--- src/shared/ep_map_pkg.sv ---
// Constants, types and mapping helpers of the alternate address endpoint mapper
package ep_map_pkg;

  localparam int BUS_ADDR_W = 15;
  localparam int BUS_DATA_W = 32;
  localparam int DEV_ADDR_W = 7;
  localparam int EP_W = 4;
  localparam int EP_COUNT = 16;
  localparam int ALT_COUNT = 3;

  // Register indices; the Avalon word address equals the index (byte address is four times it)
  localparam logic [BUS_ADDR_W-1:0] PRIMARY_IDX = 15'h7f92;
  localparam logic [BUS_ADDR_W-1:0] ALT_ONE_IDX = 15'h7f99;
  localparam logic [BUS_ADDR_W-1:0] ALT_TWO_IDX = 15'h7f9e;
  localparam logic [BUS_ADDR_W-1:0] ALT_THREE_IDX = 15'h7f9f;
  localparam logic [BUS_ADDR_W-1:0] LAST_TOKEN_IDX = 15'h7fa0;

  // Alternate filter register layout
  localparam int FILTER_EN_BIT = 7;
  localparam int FILTER_ADDR_MSB = 6;
  localparam logic [7:0] FILTER_RESET = 8'h00;
  localparam logic [DEV_ADDR_W-1:0] PRIMARY_RESET = 7'h00;

  // Last token status layout: [7] matched, [6:5] filter, [3:0] internal endpoint
  localparam int LAST_MATCH_BIT = 7;
  localparam int LAST_FILTER_LSB = 5;

  typedef enum logic [1:0] {
    filt_primary,
    filt_one,
    filt_two,
    filt_three
  } filter_t;

  // Lowest numbered hitting filter wins; firmware keeps filters disjoint anyway
  function automatic filter_t pick_filter(input logic [3:0] hit);
    filter_t f;
    f = filt_primary;
    if (hit[0]) f = filt_primary;
    else if (hit[1]) f = filt_one;
    else if (hit[2]) f = filt_two;
    else if (hit[3]) f = filt_three;
    return f;
  endfunction : pick_filter

  // Primary keeps the wire endpoint; alternate k gives 4*k plus endpoint modulo 4
  function automatic logic [EP_W-1:0] map_endpoint(input filter_t f, input logic [EP_W-1:0] ep);
    logic [EP_W-1:0] r;
    r = ep;
    if (f != filt_primary) r = {f, ep[1:0]};
    return r;
  endfunction : map_endpoint

endpackage : ep_map_pkg

--- src/core/usb_alt_address_endpoint_mapper.sv ---
// Token address filter and external to internal endpoint translation
//
// The Avalon-MM interface to the registers was left to the implementer.
`timescale 1ns/1ps

// Summary of operation
// - Filter two enabled serves internal endpoints 8-11
// - Filter three enabled serves internal endpoints 12-15
// - Disabled filter never affects endpoint match
// - Filter registers: address bits 6:0, enable 7
// - OUT via filter two endpoint 0 heads 8
// - IN via filter two endpoint 0 pops 8
// - Sixteen transmit queues, one per internal endpoint
// - Same translation for IN and OUT traffic
// - Four address filters: primary plus three alternates
// - Several wire endpoints share one internal endpoint
// - Alternate k maps to 4k plus endpoint mod 4
// - Filter one enabled serves internal endpoints 4-7
// - Primary address reaches all endpoints unchanged
module usb_alt_address_endpoint_mapper (
  input wire logic clk,
  input wire logic rst_b,
  input wire logic [ep_map_pkg::BUS_ADDR_W-1:0] avs_address,
  input wire logic avs_read,
  input wire logic avs_write,
  input wire logic [ep_map_pkg::BUS_DATA_W-1:0] avs_writedata,
  output logic [ep_map_pkg::BUS_DATA_W-1:0] avs_readdata,
  output logic avs_waitrequest,
  input wire logic tok_valid,
  input wire logic [ep_map_pkg::DEV_ADDR_W-1:0] tok_addr,
  input wire logic [ep_map_pkg::EP_W-1:0] tok_ep,
  input wire logic tok_is_in,
  output logic endpoint_match_ok,
  output logic [ep_map_pkg::EP_W-1:0] int_ep,
  output logic [ep_map_pkg::DEV_ADDR_W-1:0] hdr_addr,
  output logic hdr_we,
  output logic [ep_map_pkg::EP_COUNT-1:0] tx_pop
);

  logic [ep_map_pkg::DEV_ADDR_W-1:0] primary_local_address_ff;
  logic [7:0] filt_ff [1:ep_map_pkg::ALT_COUNT];
  logic [3:0] hit;
  ep_map_pkg::filter_t nxt_filter;
  logic [ep_map_pkg::EP_W-1:0] nxt_int_ep;
  logic tok_take;

  logic waitrequest_ff;
  logic [ep_map_pkg::BUS_DATA_W-1:0] readdata_ff;
  logic wr_take;
  logic rd_load;

  logic endpoint_match_ok_ff;
  logic [ep_map_pkg::EP_W-1:0] int_ep_ff;
  logic [ep_map_pkg::DEV_ADDR_W-1:0] hdr_addr_ff;
  logic hdr_we_ff;
  logic [ep_map_pkg::EP_COUNT-1:0] tx_pop_ff;
  logic [7:0] last_token_ff;

  // Bus slave: one wait cycle, then the request completes
  assign wr_take = avs_write && !waitrequest_ff;
  assign rd_load = (avs_read || avs_write) && waitrequest_ff;

  always_ff @(posedge clk or negedge rst_b) begin
    if (!rst_b) begin
      waitrequest_ff <= 1'b1;
    end else begin
      waitrequest_ff <= !rd_load;
    end
  end

  always_ff @(posedge clk or negedge rst_b) begin
    if (!rst_b) begin
      readdata_ff <= 32'h0000_0000;
    end else if (rd_load) begin
      unique case (avs_address)
        ep_map_pkg::PRIMARY_IDX: readdata_ff <= {25'h0, primary_local_address_ff};
        ep_map_pkg::ALT_ONE_IDX: readdata_ff <= {24'h0, filt_ff[1]};
        ep_map_pkg::ALT_TWO_IDX: readdata_ff <= {24'h0, filt_ff[2]};
        ep_map_pkg::ALT_THREE_IDX: readdata_ff <= {24'h0, filt_ff[3]};
        ep_map_pkg::LAST_TOKEN_IDX: readdata_ff <= {24'h0, last_token_ff};
        default: readdata_ff <= 32'h0000_0000;
      endcase
    end
  end

  always_ff @(posedge clk or negedge rst_b) begin
    if (!rst_b) begin
      primary_local_address_ff <= ep_map_pkg::PRIMARY_RESET;
    end else if (wr_take && avs_address == ep_map_pkg::PRIMARY_IDX) begin
      primary_local_address_ff <= avs_writedata[ep_map_pkg::DEV_ADDR_W-1:0];
    end
  end

  // Three alternate filters, each address plus enable
  localparam logic [ep_map_pkg::BUS_ADDR_W-1:0] ALT_IDX [1:3] = '{
    ep_map_pkg::ALT_ONE_IDX, ep_map_pkg::ALT_TWO_IDX, ep_map_pkg::ALT_THREE_IDX};

  genvar k;
  generate
    for (k = 1; k <= ep_map_pkg::ALT_COUNT; k++) begin : g_filt
      always_ff @(posedge clk or negedge rst_b) begin
        if (!rst_b) begin
          filt_ff[k] <= ep_map_pkg::FILTER_RESET;
        end else if (wr_take && avs_address == ALT_IDX[k]) begin
          filt_ff[k] <= avs_writedata[7:0];
        end
      end
      // Disabled filter contributes nothing to the match
      assign hit[k] = filt_ff[k][ep_map_pkg::FILTER_EN_BIT] &&
                      filt_ff[k][ep_map_pkg::FILTER_ADDR_MSB:0] == tok_addr;
    end
  endgenerate

  assign hit[0] = tok_addr == primary_local_address_ff;
  assign tok_take = tok_valid && (|hit);
  assign nxt_filter = ep_map_pkg::pick_filter(hit);
  assign nxt_int_ep = ep_map_pkg::map_endpoint(nxt_filter, tok_ep);

  always_ff @(posedge clk or negedge rst_b) begin
    if (!rst_b) begin
      endpoint_match_ok_ff <= 1'b0;
    end else begin
      endpoint_match_ok_ff <= tok_take;
    end
  end

  always_ff @(posedge clk or negedge rst_b) begin
    if (!rst_b) begin
      int_ep_ff <= 4'h0;
      hdr_addr_ff <= 7'h00;
    end else if (tok_take) begin
      int_ep_ff <= nxt_int_ep;
      hdr_addr_ff <= tok_addr;
    end
  end

  // OUT and SETUP tokens write a packet header with the translated endpoint
  always_ff @(posedge clk or negedge rst_b) begin
    if (!rst_b) begin
      hdr_we_ff <= 1'b0;
    end else begin
      hdr_we_ff <= tok_take && !tok_is_in;
    end
  end

  // One dequeue strobe per internal endpoint transmit queue
  genvar e;
  generate
    for (e = 0; e < ep_map_pkg::EP_COUNT; e++) begin : g_pop
      always_ff @(posedge clk or negedge rst_b) begin
        if (!rst_b) begin
          tx_pop_ff[e] <= 1'b0;
        end else begin
          tx_pop_ff[e] <= tok_take && tok_is_in && nxt_int_ep == 4'(e);
        end
      end
    end
  endgenerate

  always_ff @(posedge clk or negedge rst_b) begin
    if (!rst_b) begin
      last_token_ff <= 8'h00;
    end else if (tok_valid) begin
      last_token_ff <= {tok_take, nxt_filter, 1'b0, nxt_int_ep};
    end
  end

  assign avs_waitrequest = waitrequest_ff;
  assign avs_readdata = readdata_ff;
  assign endpoint_match_ok = endpoint_match_ok_ff;
  assign int_ep = int_ep_ff;
  assign hdr_addr = hdr_addr_ff;
  assign hdr_we = hdr_we_ff;
  assign tx_pop = tx_pop_ff;
endmodule : usb_alt_address_endpoint_mapper

--- config.mk ---
export PLATFORM = sky130hd
export DESIGN_NAME = usb_alt_address_endpoint_mapper
export DESIGN_NICKNAME = d
export VERILOG_FILES = /design/src/shared/ep_map_pkg.sv /design/src/core/usb_alt_address_endpoint_mapper.sv
export SDC_FILE = /design/constraint.sdc
export NUM_CORES = 1
export LEC_CHECK = 0
export BUFFER_PORTS_ARGS = -buffer_cell sky130_fd_sc_hd__buf_2
export CAP_MARGIN = 20
export CELL_PAD_IN_SITES_DETAIL_PLACEMENT = 1
export CELL_PAD_IN_SITES_GLOBAL_PLACEMENT = 2
export CORE_ASPECT_RATIO = 0.9
export CORE_MARGIN = 8
export CORE_UTILIZATION = 31
export DETAILED_ROUTE_END_ITERATION = 10
export HOLD_SLACK_MARGIN = 0.03
export PLACE_DENSITY_LB_ADDON = 0.2
export SYNTH_ARGS = -nofsm -noshare
export SYNTH_HDL_FRONTEND = slang
export SYNTH_SLANG_ARGS = --single-unit
export TNS_END_PERCENT = 10
--- constraint.sdc ---
create_clock -name clk -period 2.3 [get_ports clk]
set_input_delay 0.69 -clock clk [delete_from_list [all_inputs] [get_ports clk]]
set_output_delay 0.69 -clock clk [all_outputs]
set_load 0.01 [all_outputs]
==> flow_summary.json <==
{
  "num_vias": 2840,
  "drv_cap": 0,
  "route.detailed.drc": 0,
  "r2r_slack_ns": 0.18,
  "holdBufCountCts": 0,
  "cts_sinks": 76,
  "synth-seq-cells": 76,
  "rsz0062_at_grt": "yes",
  "rr_startpoint": "filt_ff[8]",
  "synthesis.area_um2": 3750,
  "tightestPinTransition_ns": 0.548,
  "syn_to_final_growth_pct": 28.2,
  "cp_max_fo": 5,
  "p_leak_nw": 2.45,
  "gp_congestion": 0.789,
  "viasPerCell": 4.76,
  "slew-limit-headroom": 0.635,
  "worstHoldPathType": "primary input to asynchronous set/reset pin",
  "critPathKind": "primary input to flop",
  "final_hold_viol_count": 0,
  "pwr_density_cell_nw_per_um2": 622,
  "wl_per_cell_um": 17.9,
  "cp-end-kind": "flop",
  "p_int_w": 0.00230,
  "htree_levels": 3,
  "start_util": 0.314,
  "grt_pass1_vias": 3180,
  "hold_slack_ns": 0.329,
  "row_count": 38,
  "track_usage": 0.140,
  "dieWidth_um": 132,
  "required_ns": 2.52,
  "period_share": 0.976,
  "r2r-end": "hdr_addr[0]",
  "die_h_um": 120,
  "ir_worst_vdd_mv": 0.405,
  "grt_first_pass_wirelength_mm": 17.2,
  "postLayoutCoreUtil": 0.403,
  "yosysWarnings": 0,
  "cts_tree": "done",
  "avgSynthCellArea_um2": 11.5,
  "drive_gt1_frac": 0.334,
  "pwr-share-seq": 0.462,
  "comb_power_share": 0.089,
  "antenna_cells": 0,
  "synth.distinct_cells": 49,
  "postCtsSetupBuffers": 0,
  "skew_ns": 0.00582,
  "coreArea_um2": 11900,
  "clock_path_buffers": 2,
  "switching_share": 0.231,
  "grt-ovfl-total": 0,
  "antenna_found_initial": 0,
  "antenna_left": 0,
  "cp-start-kind": "primary input",
  "port_buffers": 77,
  "pwr-share-clk": 0.448,
  "post-dp-hpwl_mm": 8.45,
  "status": "completed",
  "ys_seq_area_frac": 0.508,
  "synth-async-reset-ratio": 1.00,
  "synthCells": 327,
  "io_pins": 126,
  "clkSlewWorstSetupHoldPaths_ns": 0.05,
  "nets": 498,
  "finalSetupViolCount": 0,
  "cp.arrival_ns": 2.47,
  "power.switching_w": 0.000688,
  "routed_wl_mm": 10.7,
  "root_buffer": "clkbuf_16",
  "max_freq_ghz": 0.446,
  "total_power_w": 0.00299,
  "drv_slew": 0,
  "grt_max_degree": 40,
  "yosys_most_used_dff": "dfrtp_1",
  "die-area_um2": 15900,
  "ff2ff_path_depth": 6,
  "firstDrtPassIters": 9,
  "synth-edff-count": 0,
  "first_iter_violations": 152,
  "worst_skew_pair.late_latency_ns": 0.34,
  "cts_buffers": 9,
  "fin_crit_ns": 2.24
}
per-layer routing:
metal / track usage / share of wire / vias to the layer above
met5: 0 / 0 / -
met4: 0.0631 / 0.022 / 0
met3: 0.0415 / 0.052 / 15
met2: 0.223 / 0.48 / 75
met1: 0.172 / 0.45 / 1430
li1: - / - / 1320
repair_timing:
action	in CTS	in global routing
gates resized for setup	2	8
endpoints found under the setup margin	4	10
hold endpoints to repair	0	0
pin swaps	1	2
power groups by stage:
| stage | registers [W] | logic, W | clock network, W |
|---|---|---|---|
| finish | 0.00138 | 0.000267 | 0.00134 |
| global route | 0.00138 | 0.000297 | 0.00143 |
| CTS | 0.00138 | 0.000268 | 0.00139 |
| detailed placement | 0.00141 | 0.000266 | 0 |
| global placement | 0.00140 | 0.000261 | 0 |
| floorplan | 0.00141 | 0.000148 | 0 |
synthesized netlist by cell type, drive strengths merged, types with 2 or more instances:
master,count,area share
dfrtp,75,0.50
a31oi,2,0.0033
o21ai,18,0.024
a32oi,2,0.0047
clkbuf,7,0.0070
nor4,3,0.0083
a222oi,6,0.016
a21o,2,0.0040
nand4,7,0.012
buf,33,0.063
a22o,7,0.016
o22ai,2,0.0033
and3b,2,0.0047
a21oi,3,0.0040
a22oi,2,0.0040
inv,8,0.0080
nor2,25,0.025
nand3,5,0.0067
mux2,42,0.13
nand2,20,0.020
and4,2,0.0053
and3,2,0.0033
or4b,2,0.0073
xor2,10,0.023
xnor2,18,0.042
a21boi,6,0.012
placed cells by master, fill, tap and decap left out, drive strengths merged, types with 2 or more instances in the layout:
cell / synthesis / routed
buf: 33 / 111
dfrtp: 75 / 75
mux2: 42 / 42
nor2: 25 / 25
conb: 1 / 24
nand2: 20 / 20
xnor2: 18 / 18
o21ai: 18 / 18
clkbuf: 7 / 13
xor2: 10 / 10
inv: 8 / 8
nand4: 7 / 7
a22o: 7 / 7
a222oi: 6 / 6
a21boi: 6 / 6
nand3: 5 / 5
a21oi: 3 / 3
nor4: 3 / 3
and4: 2 / 2
a32oi: 2 / 2
or4b: 2 / 2
and3b: 2 / 2
and3: 2 / 2
a21o: 2 / 2
o22ai: 2 / 2
a22oi: 2 / 2
a31oi: 2 / 2
clkinv: 0 / 2
sequential cells by signal, indices dropped and copies added (netlist names), 4 cells and up:
name / flops
primary_local_address_ff: 7
tx_pop: 16
int_ep: 4
avs_readdata: 8
hdr_addr: 7
filt_ff: 24
last_token_ff: 7
worst max path at each step:
stage,from,end,cells past startpoint
after floorplan,tok_addr[2],hdr_addr[3],8
after detailed placement,tok_addr[1],hdr_addr[4],7
after CTS,tok_addr[4],hdr_addr[1],7
final,tok_addr[5],hdr_addr[0],7
after global placement,tok_addr[1],hdr_addr[5],7
after global routing,tok_addr[5],hdr_addr[6],7
worst max-delay path, cell delays in order:
cell and delay [ns]:
clkbuf_4 0.18, xor2_1 0.24, nor4_4 0.07, and4_4 0.17
o41ai_4 0.55, buf_4 0.24, mux2_2 0.33
logic make-up (layout without fill, tap and decap cells):
logic type	Yosys count	count (layout)	share of synthesized area
xor gates and xnor gates	28	28	0.0654
and+or+nand+nor	76	76	0.110
muxes	43	43	0.129
AOI/OAI and AO/OA	55	55	0.109
other	1	24	0.00100
DFF	76	76	0.508
buffers and inverters	48	135	0.0781
final cells by class:
class,count,area (um^2)
Tap cell,160,200
Clock buffer,11,233
Fill cell,1353,7130
Timing Repair Buffer,113,704
Sequential cell,76,1900
Clock inverter,3,40.0
Inverter,8,30.0
Multi-Input combinational cell,226,1690
per-stage QoR:
step,instance area (um^2),setup slack [ns],TNS [ns],instances
after global routing,4800,-0.0139,-0.0262,597
after CTS,4770,0.000128,0,597
after detailed placement,4480,-0.372,-7.62,583
after global placement,4480,-0.337,-6.46,583
after floorplan,3890,-0.173,-1.35,350
final,4800,0.0555,0,597
(Power assumes the default switching activity.)
